**src/dsb_defines.svh**
```systemverilog
`ifndef DSB_DEFINES_SVH
`define DSB_DEFINES_SVH

// ----------------------------------------
// Debug window decode
// ----------------------------------------
`define DSB_WIN_TAG 11'h07F9
`define DSB_WIN_TAG_HI 31
`define DSB_WIN_TAG_LO 21
`define DSB_SEG_BIT 20
`define DSB_OFS_HI 19
`define DSB_PHYS_HI_ZERO 4'h0

// ----------------------------------------
// Register offsets in the register segment
// ----------------------------------------
`define DSB_OFS_DEBUG_CONTROL 20'h0_0000
`define DSB_OFS_BREAK_STATUS 20'h0_000C
`define DSB_OFS_ADDR_LOW 20'h0_0300
`define DSB_OFS_DATA_VALUE 20'h0_0304
`define DSB_OFS_DATA_MASK 20'h0_0308
`define DSB_OFS_CTRL_ADDR_MASK 20'h0_030C
`define DSB_OFS_ADDR_HIGH 20'h0_0310
`define DSB_OFS_ADDR_HIGH_MASK 20'h0_0314

// ----------------------------------------
// Fixed register fields
// ----------------------------------------
`define DSB_DBG_ENDIAN_BIT 29
`define DSB_DBG_INT_ALLOW_BIT 4
`define DSB_DBG_NMI_EN_BIT 3
`define DSB_DBG_SRST_EN_BIT 1
`define DSB_DBG_PROBE_EN_BIT 0
`define DSB_STS_OVERLAY_BIT 30
`define DSB_STS_COUNT_HI 27
`define DSB_STS_COUNT_LO 24
`define DSB_STS_COUNT_VAL 4'h1
`define DSB_STS_FLAG_BIT 0
`define DSB_REG_RESET 32'h0000_0000

// ----------------------------------------
// Break control fields
// ----------------------------------------
`define DSB_CTL_BREAK_EN 0
`define DSB_CTL_TRIG_EN 1
`define DSB_CTL_DATA_EN 2
`define DSB_CTL_OVERLAY_EN 3
`define DSB_CTL_LAM_HI 31
`define DSB_CTL_LAM_LO 8
`define DSB_HI_ADDR_TOP 3
`define DSB_OVL_MASK_HI 31
`define DSB_OVL_MASK_LO 24

`endif

```
**src/dsb_pkg.sv**
```systemverilog
package dsb_pkg;

    // ----------------------------------------
    // Core access request
    // ----------------------------------------
    typedef struct packed {
        logic valid;
        logic fetch;
        logic write;
        logic [31:0] vaddr;
        logic [31:0] wdata;
    } dsb_req_t;

    // ----------------------------------------
    // Routing decision for one access
    // ----------------------------------------
    typedef struct packed {
        logic valid;
        logic bypass;
        logic to_probe;
        logic to_regs;
        logic to_memory;
        logic probe_off_err;
        logic [35:0] paddr;
    } dsb_route_t;

    // ----------------------------------------
    // Observed core bus cycle
    // ----------------------------------------
    typedef struct packed {
        logic valid;
        logic [35:0] paddr;
        logic [31:0] data;
    } dsb_obs_t;

endpackage

```
**src/dsb_debug_segment.sv**
```systemverilog
`timescale 1ns/100ps
`include "dsb_defines.svh"

// Functional notes
// - Debug-mode accesses inside the debug window skip address translation.
// - Window splits into probe segment below and register segment above.
// - Debug window physical address has bits 35 to 32 zero.
// - Probe gets all debug fetches, data only when normal-memory flag clear.
// - Register segment reachable only when normal-memory flag is clear.
// - Control at 0, status at 0x0C, comparators at 0x300 to 0x314.
// - Bus address/data match gives debug exception or trace trigger.
// - Core watchpoints raise debug exception when enabled over TAP.
// - Control bit 29 reads one, big-endian.
// - Control bits 17 and 16 read zero, no hardware breakpoints.
// - Control bit 4 reads one, interrupts allowed in debug mode.
// - Control bits 3 and 1 read one, bit 2 reads zero.
// - Control bit 0 mirrors probe enable of TAP control register.
// - Status bit 30 reads one, overlay support present.
// - Status bits 27 to 24 read one, single break channel.
// - Status bits 14 to 1 read zero.
// - Status bit 0 sets on bus break or bus trigger.
// - Status bit 0 clears on hard reset, probe reset, or written zero.
// - Break exception also raises the core debug-interrupt indication.

module dsb_debug_segment (
    input wire logic clock,
    input wire logic rst,
    input wire logic debug_mode,
    input wire logic loadstore_normal_memory,
    input wire logic probe_enable,
    input wire logic probe_processor_reset,
    input wire logic watchpoint_tap_instruction,
    input wire logic watch_hit,
    input wire dsb_pkg::dsb_req_t core_req,
    input wire dsb_pkg::dsb_obs_t bus_obs,
    output dsb_pkg::dsb_route_t route_r,
    output logic reg_ack_r,
    output logic [31:0] reg_rdata_r,
    output logic break_exception_r,
    output logic trace_trigger_r,
    output logic debug_interrupt_flag_r,
    output logic watch_exception_r,
    output logic break_status_flag_r
);

    // ----------------------------------------
    // Register selection
    // ----------------------------------------
    typedef enum logic [3:0] {
        SEL_NONE,
        SEL_CONTROL,
        SEL_STATUS,
        SEL_ALO,
        SEL_DVAL,
        SEL_DMSK,
        SEL_CTRL,
        SEL_AHI,
        SEL_AHM
    } dsb_sel_t;

    // Offset decode, shared by the read and the write path
    function automatic dsb_sel_t dsb_decode(input logic [`DSB_OFS_HI:0] ofs);
        dsb_sel_t s;
        s = SEL_NONE;
        case (ofs)
            `DSB_OFS_DEBUG_CONTROL: s = SEL_CONTROL;
            `DSB_OFS_BREAK_STATUS: s = SEL_STATUS;
            `DSB_OFS_ADDR_LOW: s = SEL_ALO;
            `DSB_OFS_DATA_VALUE: s = SEL_DVAL;
            `DSB_OFS_DATA_MASK: s = SEL_DMSK;
            `DSB_OFS_CTRL_ADDR_MASK: s = SEL_CTRL;
            `DSB_OFS_ADDR_HIGH: s = SEL_AHI;
            `DSB_OFS_ADDR_HIGH_MASK: s = SEL_AHM;
            default: s = SEL_NONE;
        endcase
        return s;
    endfunction

    // Write strobe for one register; keeps the compare in one place
    function automatic logic dsb_write_hit(input logic wr, input dsb_sel_t s,
        input dsb_sel_t want);
        return wr && (s == want);
    endfunction

    // ----------------------------------------
    // Internal signals
    // ----------------------------------------
    dsb_pkg::dsb_route_t route;
    dsb_sel_t sel;
    logic reg_access;
    logic reg_wr;
    logic wr_addr_low;
    logic wr_data_value;
    logic wr_data_mask;
    logic wr_ctrl;
    logic wr_addr_high;
    logic wr_addr_high_mask;
    logic wr_status;
    logic [31:0] addr_low_r;
    logic [31:0] data_value_r;
    logic [31:0] data_mask_r;
    logic [31:0] ctrl_r;
    logic [31:0] addr_high_r;
    logic [31:0] addr_high_mask_r;
    logic hit_break;
    logic hit_trigger;
    logic status_set;
    logic status_clr;
    logic break_status_nxt;
    logic [31:0] control_value;
    logic [31:0] status_value;
    logic [31:0] rdata_nxt;

    // ----------------------------------------
    // Window decode
    // ----------------------------------------
    dsb_window_decode u_decode (
        .debug_mode(debug_mode),
        .loadstore_normal_memory(loadstore_normal_memory),
        .probe_enable(probe_enable),
        .req(core_req),
        .route(route)
    );

    // Route is held one cycle so every core-facing output is a flop
    always_ff @(posedge clock or posedge rst) begin
        if (rst) begin
            route_r <= '0;
        end else begin
            route_r <= route;
        end
    end

    // Register access strobes
    assign reg_access = core_req.valid && route.to_regs;
    assign reg_wr = reg_access && core_req.write;
    assign sel = dsb_decode(core_req.vaddr[`DSB_OFS_HI:0]);

    // One write strobe per register keeps each register block small
    assign wr_addr_low = dsb_write_hit(reg_wr, sel, SEL_ALO);
    assign wr_data_value = dsb_write_hit(reg_wr, sel, SEL_DVAL);
    assign wr_data_mask = dsb_write_hit(reg_wr, sel, SEL_DMSK);
    assign wr_ctrl = dsb_write_hit(reg_wr, sel, SEL_CTRL);
    assign wr_addr_high = dsb_write_hit(reg_wr, sel, SEL_AHI);
    assign wr_addr_high_mask = dsb_write_hit(reg_wr, sel, SEL_AHM);
    assign wr_status = dsb_write_hit(reg_wr, sel, SEL_STATUS);

    // ----------------------------------------
    // Comparator registers
    // ----------------------------------------
    // Reset clears them all so no break fires before software sets up
    // read-only and unmapped writes reach no register
    always_ff @(posedge clock or posedge rst) begin
        if (rst) begin
            addr_low_r <= `DSB_REG_RESET;
        end else if (wr_addr_low) begin
            addr_low_r <= core_req.wdata;
        end
    end

    // Break data value
    always_ff @(posedge clock or posedge rst) begin
        if (rst) begin
            data_value_r <= `DSB_REG_RESET;
        end else if (wr_data_value) begin
            data_value_r <= core_req.wdata;
        end
    end

    // Data mask, also the upper address mask in overlay mode
    always_ff @(posedge clock or posedge rst) begin
        if (rst) begin
            data_mask_r <= `DSB_REG_RESET;
        end else if (wr_data_mask) begin
            data_mask_r <= core_req.wdata;
        end
    end

    // Break control and low address mask
    always_ff @(posedge clock or posedge rst) begin
        if (rst) begin
            ctrl_r <= `DSB_REG_RESET;
        end else if (wr_ctrl) begin
            ctrl_r <= core_req.wdata;
        end
    end

    // High address bits of the break address
    always_ff @(posedge clock or posedge rst) begin
        if (rst) begin
            addr_high_r <= `DSB_REG_RESET;
        end else if (wr_addr_high) begin
            addr_high_r <= core_req.wdata;
        end
    end

    // High address mask
    always_ff @(posedge clock or posedge rst) begin
        if (rst) begin
            addr_high_mask_r <= `DSB_REG_RESET;
        end else if (wr_addr_high_mask) begin
            addr_high_mask_r <= core_req.wdata;
        end
    end

    // ----------------------------------------
    // Bus break channel
    // ----------------------------------------
    dsb_break_match u_match (
        .addr_low(addr_low_r),
        .data_value(data_value_r),
        .data_mask(data_mask_r),
        .ctrl(ctrl_r),
        .addr_high(addr_high_r),
        .addr_high_mask(addr_high_mask_r),
        .obs(bus_obs),
        .hit_break(hit_break),
        .hit_trigger(hit_trigger)
    );

    always_ff @(posedge clock or posedge rst) begin
        if (rst) begin
            break_exception_r <= 1'b0;
            trace_trigger_r <= 1'b0;
        end else begin
            break_exception_r <= hit_break;
            trace_trigger_r <= hit_trigger;
        end
    end

    // debug-interrupt indication with the break exception
    always_ff @(posedge clock or posedge rst) begin
        if (rst) begin
            debug_interrupt_flag_r <= 1'b0;
        end else begin
            debug_interrupt_flag_r <= hit_break;
        end
    end

    // watchpoint exception gated by the TAP enable
    always_ff @(posedge clock or posedge rst) begin
        if (rst) begin
            watch_exception_r <= 1'b0;
        end else begin
            watch_exception_r <= watch_hit && watchpoint_tap_instruction;
        end
    end

    // ----------------------------------------
    // Break status flag
    // ----------------------------------------
    // set on break or trigger
    assign status_set = hit_break || hit_trigger;
    // probe reset or a written zero clears; ones are ignored
    assign status_clr = probe_processor_reset
        || (wr_status && !core_req.wdata[`DSB_STS_FLAG_BIT]);

    // A match in the clearing cycle must survive, so set wins
    always_comb begin
        break_status_nxt = break_status_flag_r;
        if (status_clr) begin
            break_status_nxt = 1'b0;
        end
        if (status_set) begin
            break_status_nxt = 1'b1;
        end
    end

    always_ff @(posedge clock or posedge rst) begin
        if (rst) begin
            break_status_flag_r <= 1'b0;
        end else begin
            break_status_flag_r <= break_status_nxt;
        end
    end

    // ----------------------------------------
    // Read values
    // ----------------------------------------
    // Fixed capability bits plus the probe enable mirror in bit 0; all others zero
    always_comb begin
        control_value = 32'h0000_0000;
        control_value[`DSB_DBG_ENDIAN_BIT] = 1'b1;
        // bits 17 and 16 stay zero from the default above
        control_value[`DSB_DBG_INT_ALLOW_BIT] = 1'b1;
        // nmi enable and soft reset enable fixed
        control_value[`DSB_DBG_NMI_EN_BIT] = 1'b1;
        control_value[`DSB_DBG_SRST_EN_BIT] = 1'b1;
        control_value[`DSB_DBG_PROBE_EN_BIT] = probe_enable;
    end

    // Status word: fixed capability fields around the live flag
    always_comb begin
        status_value = 32'h0000_0000;
        status_value[`DSB_STS_OVERLAY_BIT] = 1'b1;
        status_value[`DSB_STS_COUNT_HI:`DSB_STS_COUNT_LO] = `DSB_STS_COUNT_VAL;
        // bits 14 to 1 stay zero
        status_value[`DSB_STS_FLAG_BIT] = break_status_flag_r;
    end

    // Read mux; writes answer with zero data
    always_comb begin
        rdata_nxt = 32'h0000_0000;
        if (reg_access && !core_req.write) begin
            case (sel)
                SEL_CONTROL: rdata_nxt = control_value;
                SEL_STATUS: rdata_nxt = status_value;
                SEL_ALO: rdata_nxt = addr_low_r;
                SEL_DVAL: rdata_nxt = data_value_r;
                SEL_DMSK: rdata_nxt = data_mask_r;
                SEL_CTRL: rdata_nxt = ctrl_r;
                SEL_AHI: rdata_nxt = addr_high_r;
                SEL_AHM: rdata_nxt = addr_high_mask_r;
                default: rdata_nxt = 32'h0000_0000;
            endcase
        end
    end

    // ----------------------------------------
    // Register answer
    // ----------------------------------------
    // One-cycle answer; data of the status flag shows the value before this cycle
    always_ff @(posedge clock or posedge rst) begin
        if (rst) begin
            reg_ack_r <= 1'b0;
            reg_rdata_r <= `DSB_REG_RESET;
        end else begin
            reg_ack_r <= reg_access;
            reg_rdata_r <= rdata_nxt;
        end
    end

endmodule

```
**src/dsb_window_decode.sv**
```systemverilog
`timescale 1ns/100ps
`include "dsb_defines.svh"

module dsb_window_decode (
    input wire logic debug_mode,
    input wire logic loadstore_normal_memory,
    input wire logic probe_enable,
    input wire dsb_pkg::dsb_req_t req,
    output dsb_pkg::dsb_route_t route
);

    logic in_win;
    logic reg_seg;
    logic probe_svc;

    // Window hit only counts in debug mode
    assign in_win = debug_mode
        && (req.vaddr[`DSB_WIN_TAG_HI:`DSB_WIN_TAG_LO] == `DSB_WIN_TAG);
    assign reg_seg = req.vaddr[`DSB_SEG_BIT];
    // fetches always, data only with flag clear
    assign probe_svc = in_win && !reg_seg && (req.fetch || !loadstore_normal_memory);

    // Routing; the fallback is ordinary memory, with translation bypassed for window hits
    always_comb begin
        route.valid = req.valid;
        route.bypass = in_win;
        // no probe traffic while probe disabled
        route.to_probe = probe_svc && probe_enable;
        route.probe_off_err = probe_svc && !probe_enable;
        // register segment only with flag clear
        route.to_regs = in_win && reg_seg && !loadstore_normal_memory;
        route.to_memory = !(probe_svc || route.to_regs);
        // upper physical bits forced to zero
        route.paddr = {`DSB_PHYS_HI_ZERO, req.vaddr};
    end

endmodule

```
**src/dsb_break_match.sv**
```systemverilog
`timescale 1ns/100ps
`include "dsb_defines.svh"

module dsb_break_match (
    input wire logic [31:0] addr_low,
    input wire logic [31:0] data_value,
    input wire logic [31:0] data_mask,
    input wire logic [31:0] ctrl,
    input wire logic [31:0] addr_high,
    input wire logic [31:0] addr_high_mask,
    input wire dsb_pkg::dsb_obs_t obs,
    output logic hit_break,
    output logic hit_trigger
);

    logic overlay;
    logic [35:0] amask;
    logic [31:0] dmask;
    logic match;

    assign overlay = ctrl[`DSB_CTL_OVERLAY_EN];
    // Overlay borrows the data mask top byte as the address mask
    assign amask = {addr_high_mask[`DSB_HI_ADDR_TOP:0],
                    overlay ? data_mask[`DSB_OVL_MASK_HI:`DSB_OVL_MASK_LO] : 8'h00,
                    ctrl[`DSB_CTL_LAM_HI:`DSB_CTL_LAM_LO]};
    // Data compare is meaningless while the mask serves the address
    assign dmask = (ctrl[`DSB_CTL_DATA_EN] && !overlay) ? data_mask : 32'hFFFF_FFFF;

    assign match = obs.valid
        && ((({addr_high[`DSB_HI_ADDR_TOP:0], addr_low} ^ obs.paddr) & ~amask)
            == 36'h0_0000_0000)
        && (((data_value ^ obs.data) & ~dmask) == 32'h0000_0000);
    assign hit_break = match && ctrl[`DSB_CTL_BREAK_EN];
    assign hit_trigger = match && ctrl[`DSB_CTL_TRIG_EN];

endmodule

```
**config.mk**
```make
export PLATFORM = sky130hd
export DESIGN_NAME = dsb_debug_segment
export DESIGN_NICKNAME = d
export VERILOG_FILES = /design/src/dsb_pkg.sv /design/src/dsb_debug_segment.sv /design/src/dsb_window_decode.sv /design/src/dsb_break_match.sv
export VERILOG_INCLUDE_DIRS = /design/src
export SDC_FILE = /design/constraint.sdc
export NUM_CORES = 1
export LEC_CHECK = 0
export ABC_AREA = 1
export ABC_CLOCK_PERIOD_IN_PS = 10240
export BUFFER_PORTS_ARGS = -buffer_cell sky130_fd_sc_hd__buf_4
export CAP_MARGIN = 5
export CORE_MARGIN = 4
export CORE_UTILIZATION = 45
export CTS_CLUSTER_SIZE = 24
export DETAILED_ROUTE_END_ITERATION = 16
export GPL_TIMING_DRIVEN = 0
export PLACE_DENSITY = 0.66
export SLEW_MARGIN = 15
export SYNTH_ARGS = -nofsm -noshare
export SYNTH_HDL_FRONTEND = slang
export SYNTH_SLANG_ARGS = --single-unit
```
**constraint.sdc**
```tcl
create_clock -name clock -period 10.24 [get_ports clock]
set_clock_uncertainty 0.05 [all_clocks]
set_input_delay 1.024 -clock clock [delete_from_list [all_inputs] [get_ports clock]]
set_output_delay 1.024 -clock clock [all_outputs]
set_load 0.02 [all_outputs]
```
Word-level counts from Yosys, hierarchy flattened --
Index checks and enable logic that the tools add are counted.
Storage, ports and cells: input port bits 144, bits in registers 267, output and inout bits 80, word-level logic and storage cells 87
Operators by class: reduce and logical (&&, ||, !) cells 39, bitwise logic cells 6, multiplexer cells 7, equal/unequal tests 16
Operators with widths (count):
- 32-bit case mux with 8 select lines | 1
- 20-bit by 10-bit equality test with 1-bit output (second input constant) | 6
- 32-bit 2-to-1 mux | 2
- 36-bit AND | 1
- 36-bit zero test | 1
- 36-bit NOT | 1
- 36-bit bitwise XOR | 1
- 32-bit AND | 1
- 32-bit zero test | 1
- 32-bit NOT | 1
- 4-bit case mux with 8 select lines | 1
- 32-bit bitwise XOR | 1
- 1-bit logical AND | 24
- 20-bit by 4-bit equality test with 1-bit output (second input constant) | 1
- 20-bit zero test | 1
- 4-bit by 3-bit equality test with 1-bit output (second input constant) | 4
- 11-bit equality test (second input constant) | 1
- 4-bit by 2-bit equality test with 1-bit output (second input constant) | 2
- 8-bit 2-to-1 mux | 1
- 1-bit zero test | 7
- 4-bit by 1-bit equality test with 1-bit output (second input constant) | 1
- 4-bit equality test (second input constant) | 1
- 1-bit logical OR | 4
- 1-bit 2-to-1 mux | 2
- 2-bit nonzero test | 1

Logic depth before layout (Yosys ltp) --
depth after elaboration 11, depth in mapped cells 13, depth with buffers taken out 13

By module --
A second synthesis with hierarchy kept.
Second synthesis, totals: cell total of the unflattened synthesis 1666, area, all modules 12963.7 um^2
Modules (own cells, without submodules):
- dsb_debug_segment | instances 1, area an instance 10936.7 um^2, cells an instance 1218
- dsb_break_match | instances 1, area an instance 1611.5 um^2, cells an instance 386
- dsb_window_decode | instances 1, area an instance 415.4 um^2, cells an instance 62

Least setup slack after synthesis --
No wires, ideal clock.
kind input port to flip-flop, from input port core_req[47] (netlist bit), to register ctrl_r[24], stages 11, data required time 10.068 ns, path buffers 1, arrival time 2.230 ns, path slack 7.838 ns, library setup time 0.122 ns, cell sequence nor2_1 -> nand2_2 -> nor2_8 -> nor2_1 -> nor2_4 -> nand2_4 -> inv_6 -> nand2_8 -> buf_6 -> nand2_1 -> o21ai_2
On the way: word-level cells in the longest chain between the ends 4, elaborated cells on any way between the ends 11, those cells by class 8 x eq/ne; 1 x mux; 2 x reduce/logical
Ends and longest elaborated chain:
- from (decl) | RTL line dsb_debug_segment.sv:34 | input wire dsb_pkg::dsb_req_t core_req,
- 20-bit by 10-bit equality test with 1-bit output (tied with other cells) | RTL line dsb_debug_segment.sv:65 | case (ofs)
- 4-bit case mux with 8 select lines * | RTL line dsb_debug_segment.sv:65
- 4-bit by 3-bit equality test with 1-bit output * | RTL line dsb_debug_segment.sv:82 | return wr && (s == want);
- 1-bit logical AND * | RTL line dsb_debug_segment.sv:82
- to (signal assigned) | RTL line dsb_debug_segment.sv:182 | ctrl_r <= `DSB_REG_RESET;
- to (signal assigned) | RTL line dsb_debug_segment.sv:184 | ctrl_r <= core_req.wdata;
- to (decl) | RTL line dsb_debug_segment.sv:102 | logic [31:0] ctrl_r;
Mark *: on every way between the ends. The rest lies on a longest branch, timed or not. A chain may end at the register's enable or synchronous reset.

Worst setup path after layout --
from register ctrl_r[3], to register break_status_flag_r
On the way: word-level cells in the longest chain between the ends 10, elaborated cells on any way between the ends 17, those cells by class 3 x mux; 4 x bitwise; 10 x reduce/logical
Ends and longest elaborated chain:
- 1-bit zero test | RTL line dsb_break_match.sv:27 | assign dmask = (ctrl[`DSB_CTL_DATA_EN] && !overlay) ? data_mask : 32'hFFFF_FFFF;
- 1-bit logical AND | RTL line dsb_break_match.sv:27
- 32-bit 2-to-1 mux | RTL line dsb_break_match.sv:27
- 32-bit NOT | RTL line dsb_break_match.sv:32 | && (((data_value ^ obs.data) & ~dmask) == 32'h0000_0000);
- 32-bit AND | RTL line dsb_break_match.sv:32
- 32-bit zero test | RTL line dsb_break_match.sv:32
- 1-bit logical AND * | RTL line dsb_break_match.sv:29 | assign match = obs.valid
- 1-bit logical AND (on tied branches) | RTL line dsb_break_match.sv:33, dsb_break_match.sv:34
- 1-bit logical OR * | RTL line dsb_debug_segment.sv:253 | assign status_set = hit_break || hit_trigger;
- 1-bit 2-to-1 mux / 2-bit nonzero test (equally long branches)
- to (signal assigned) | RTL line dsb_debug_segment.sv:273 | break_status_flag_r <= break_status_nxt;
- to (decl) | RTL line dsb_debug_segment.sv:43 | output logic break_status_flag_r
Marked as above.

==> reports/summary.log <==
qor: synth.synth_warnings 0
qor: floorplan.initial_utilization 46.1%
qor: synth.synth_top_area_cell dfrtp_1
qor: power_and_ir_drop.fin_total_pwr 2.31 mW
qor: floorplan.die-area 31700 um2
qor: setup_path.worst_r2r_endpoint break_status_flag_r
qor: setup_path.cp-start-kind register
qor: synth.synth.cell_area 13000 um2
qor: grt.vias_in_the_first_global_route 11000
qor: setup_path.reg2reg_slack 7.27 ns
qor: floorplan.floorplan.die.height 178 um
qor: worst_hold_path.min_path_type register to register
qor: power_and_ir_drop.vdd_drop_max 0.000121 V
qor: cells_and_area.fillCellCount 2528
qor: power_and_ir_drop.total_leakage_power 8.32 nW
qor: grt.grt_usage 27.2%
qor: place.routabilityCongestion 0.934
qor: synth.seq_area_frac_synth 51.4%
qor: cells_and_area.post_route_cells_drive_above_1_share 24.9%
qor: place.dp_worst_setup_slack 6.95 ns
qor: sta.report.final.slew_viol_count 0
qor: setup_path.crit_path_max_fanout 10
qor: sta.rsz0062_at_grt no
qor: synth.synth_edf_count 0
qor: clock_network.clock_sink_count 267
qor: sta.finalHoldViolations 0
qor: grt.grt-ovfl-total 0
qor: detailed_routing.route.vias.total 11400
qor: synth.dominant_combinational_cell_family_by_area_after_synthesis simple AND/OR/NAND/NOR gates
qor: clock_network.cts_setup_buffers 0
qor: detailed_routing.initialDrtViolationCount 1071
qor: synth.yosys-mux-area-fraction 0%
qor: setup_path.endpoint break_status_flag_r
qor: setup_path.critPathRequiredTime 10.62 ns
qor: setup_path.critical_path_arrival 3.35 ns
qor: floorplan.rows 61
qor: synth.synth_compound_area_share 12.8%
qor: grt.pin_count_of_the_biggest_net_entering_global_routing 107
qor: job.drv_cap 0
qor: detailed_routing.drt_drc_violations_left 0
qor: clock_network.cts-buffers-inserted 30
qor: synth.register_bit_total_from_synthesis 267
qor: place.place.detailed.hpwl 31300 um
qor: sta.fin_crit_sh 29.0%
qor: setup_path.critical_path_class register to register
qor: clock_network.cts-root-buf clkbuf_16
qor: synth.synth_ff_type dfrtp_1
qor: synth.synth_cells 1516
qor: setup_path.sort_of_element_at_the_end_of_the_critical_path register
qor: detailed_routing.ant_nets 0
qor: synth.post_synth_num_cell_types 37
qor: synth.post_synth_and_or_nand_nor_area_fraction 23.9%
qor: synth.avg_cell_area_syn 8.57 um2
qor: detailed_routing.post_drt_via_cell_ratio 5.25
qor: clock_network.cts.reportedPaths.clkPinSlew 0.06 ns
qor: synth.yosys.area_share.adder 0%
qor: synth.synth_top_area_share 51.4%
qor: sta.fmax 337 MHz
qor: cells_and_area.num_antenna_cells 0
qor: clock_network.clock_insertion_delay_worst_skew 0.55 ns
qor: clock_network.ctsHoldBuffers 0
qor: floorplan.design.core.area 28200 um2
qor: run_status.outcome finished, final reports clean
qor: detailed_routing.wl 43000 um
qor: clock_network.clock_tree_from_tritoncts yes
qor: floorplan.chipWidth 178 um
qor: cells_and_area.synthToLayoutAreaGrowth 24.8%
qor: cells_and_area.num-nets-final 1916
qor: grt.grt_pass1_wl 65300 um
qor: floorplan.io-pin-count 224
qor: synth.synth_top_cells_by_area dfrtp_1 (51%), nand2_1 (13%), o21ai_2 (5.5%)
qor: detailed_routing.avgRoutedWirePerCell 19.8 um
qor: place.port-buffer-count 219
qor: setup_path.timing.reg2reg.worst_path_depth 11
qor: sta.period_minus_slack 2.97 ns
qor: clock_network.clk_path_buf_depth 3
qor: clock_network.cts_htree_levels 1
qor: detailed_routing.firstDrtPassIters 6
qor: setup_path.worstReg2RegStart ctrl_r[3]
qor: grt.initial_antenna_violation_count 0
qor: sta.worstMarginPinSlew 1.20 ns
qor: sta.max_slew_margin 20.1%
qor: sta.worst_slack 7.27 ns
qor: synth.asyncSetResetFlopFracSynth 100%
qor: clock_network.ctsResizeCount 0
qor: setup_path.worstSetupStartpoint ctrl_r[3]
qor: synth.synth-xor-area-share 2.83%
qor: power_and_ir_drop.powerDensity 142 nW/um2
qor: sta.final-setup-viol-count 0
==> placed cells by master (no fill, tap or decap), types with 5 or more instances in the layout <==
cell type  Yosys  routed
nand2_1      450     450
dfrtp_1      267     267
buf_4         10     229
inv_1        161     160
nor2_1       118     118
o21ai_1       81      81
o21ai_2       81      81
o21ai_0       70      70
nand3_1       54      54
xor2_1        36      36
buf_6         32      32
clkbuf_16      0      31
nand4_1       30      30
nand3b_1      21      21
a21oi_1       17      17
buf_2         17      17
clkbuf_1       6      12
clkbuf_8       0      10
nor3_1         7       7
xnor2_1        6       6
nand2_4        6       6
clkinv_2       0       6
o22ai_1        5       5
nor2_2         5       5
==> worst max-delay path, cell delays in order (launching register included) <==
cell,delay [ns]
dfrtp_1,0.52
nor2_1,0.33
clkbuf_1,0.93
nand3_1,0.34
nand2_1,0.14
nor2_1,0.05
nand2_1,0.11
nor2_1,0.07
nand2_1,0.05
nor2_1,0.09
o21ai_0,0.11
nand2_1,0.08
==> power by group <==
group	switching [mW]	total [mW]	internal, mW
clock network	0.432	1.11	0.674
registers	0.00178	1.06	1.06
logic	0.0812	0.138	0.0567
==> routing by layer <==
| metal | wire length [um] | GRT usage (%) | part of all wire [%] | vias up |
|---|---|---|---|---|
| met5 | 0 | 0 | 0 | - |
| met1 | 18100 | 37.6 | 42 | 5493 |
| met2 | 20200 | 44.0 | 47 | 492 |
| met3 | 3340 | 3.98 | 7.8 | 85 |
| li1 | - | - | - | 5341 |
| met4 | 1460 | 9.12 | 3.4 | 0 |
==> through the flow <==
step | hold WS [ns] | cell area (um2) | instances | setup TNS (ns) | util [%]
CTS | 0.433 | 16200 | 2174 | 0 | 57.6
detailed placement | 0.418 | 15200 | 2118 | 0 | 53.9
floorplan | 0.405 | 13000 | 1519 | 0 | -
global route | 0.444 | 16200 | 2174 | 0 | 57.6
global placement | 0.413 | 15100 | 2116 | -330.65 | 53.7
finish | 0.431 | 16200 | 2174 | 0 | 57.6
==> sequential cells by signal (all words and copies together) (netlist names) <==
register / count
addr_high_mask_r: 32
trace_trigger_r: 1
watch_exception_r: 1
addr_high_r: 32
reg_rdata_r: 32
ctrl_r: 32
reg_ack_r: 1
debug_interrupt_flag_r: 1
break_status_flag_r: 1
addr_low_r: 32
data_mask_r: 32
data_value_r: 32
route_r: 38
==> area by class of cell <==
| cell class | count | area (um2) | area share, % |
|---|---|---|---|
| inverters | 167 | 639 | 3.94 |
| clock buffers | 47 | 936 | 5.77 |
| flip-flops and latches | 267 | 6680 | 41.2 |
| plain buffers | 65 | 543 | 3.35 |
| multi-input cells | 1020 | 5150 | 31.8 |
| well taps | 378 | 473 | 2.92 |
| repair buffers | 221 | 1700 | 10.5 |
| clock inverters | 9 | 97.6 | 0.602 |
==> worst min path at each step <==
stage / endpoint / depth (start not counted) / from / slack, ns
3_5_place_dp: addr_high_mask_r[28] / 2 / addr_high_mask_r[28] / 0.42
4_1_cts: ctrl_r[2] / 2 / ctrl_r[2] / 0.43
3_3_place_gp: ctrl_r[23] / 2 / ctrl_r[23] / 0.41
5_1_grt: addr_high_mask_r[28] / 2 / addr_high_mask_r[28] / 0.44
6_report: addr_high_mask_r[28] / 2 / addr_high_mask_r[28] / 0.43
2_1_floorplan: addr_high_r[24] / 2 / addr_high_r[24] / 0.40
==> synth_stat cells (21+ instances only) <==
cell / n
o21ai_1: 81
nand4_1: 30
nand3_1: 54
o21ai_0: 70
nand2_1: 450
nor2_1: 118
inv_1: 161
xor2_1: 36
nand3b_1: 21
buf_6: 32
o21ai_2: 81
dfrtp_1: 267
==> logic make-up (layout without fill, tap and decap cells) <==
family | after synthesis | after routing
buf+inv | 232 | 509
other cells | 1 | 4
flops | 267 | 267
xor+xnor | 42 | 42
compound gates | 264 | 264
simple gates | 710 | 710
Power figures use the tool's default switching activity.
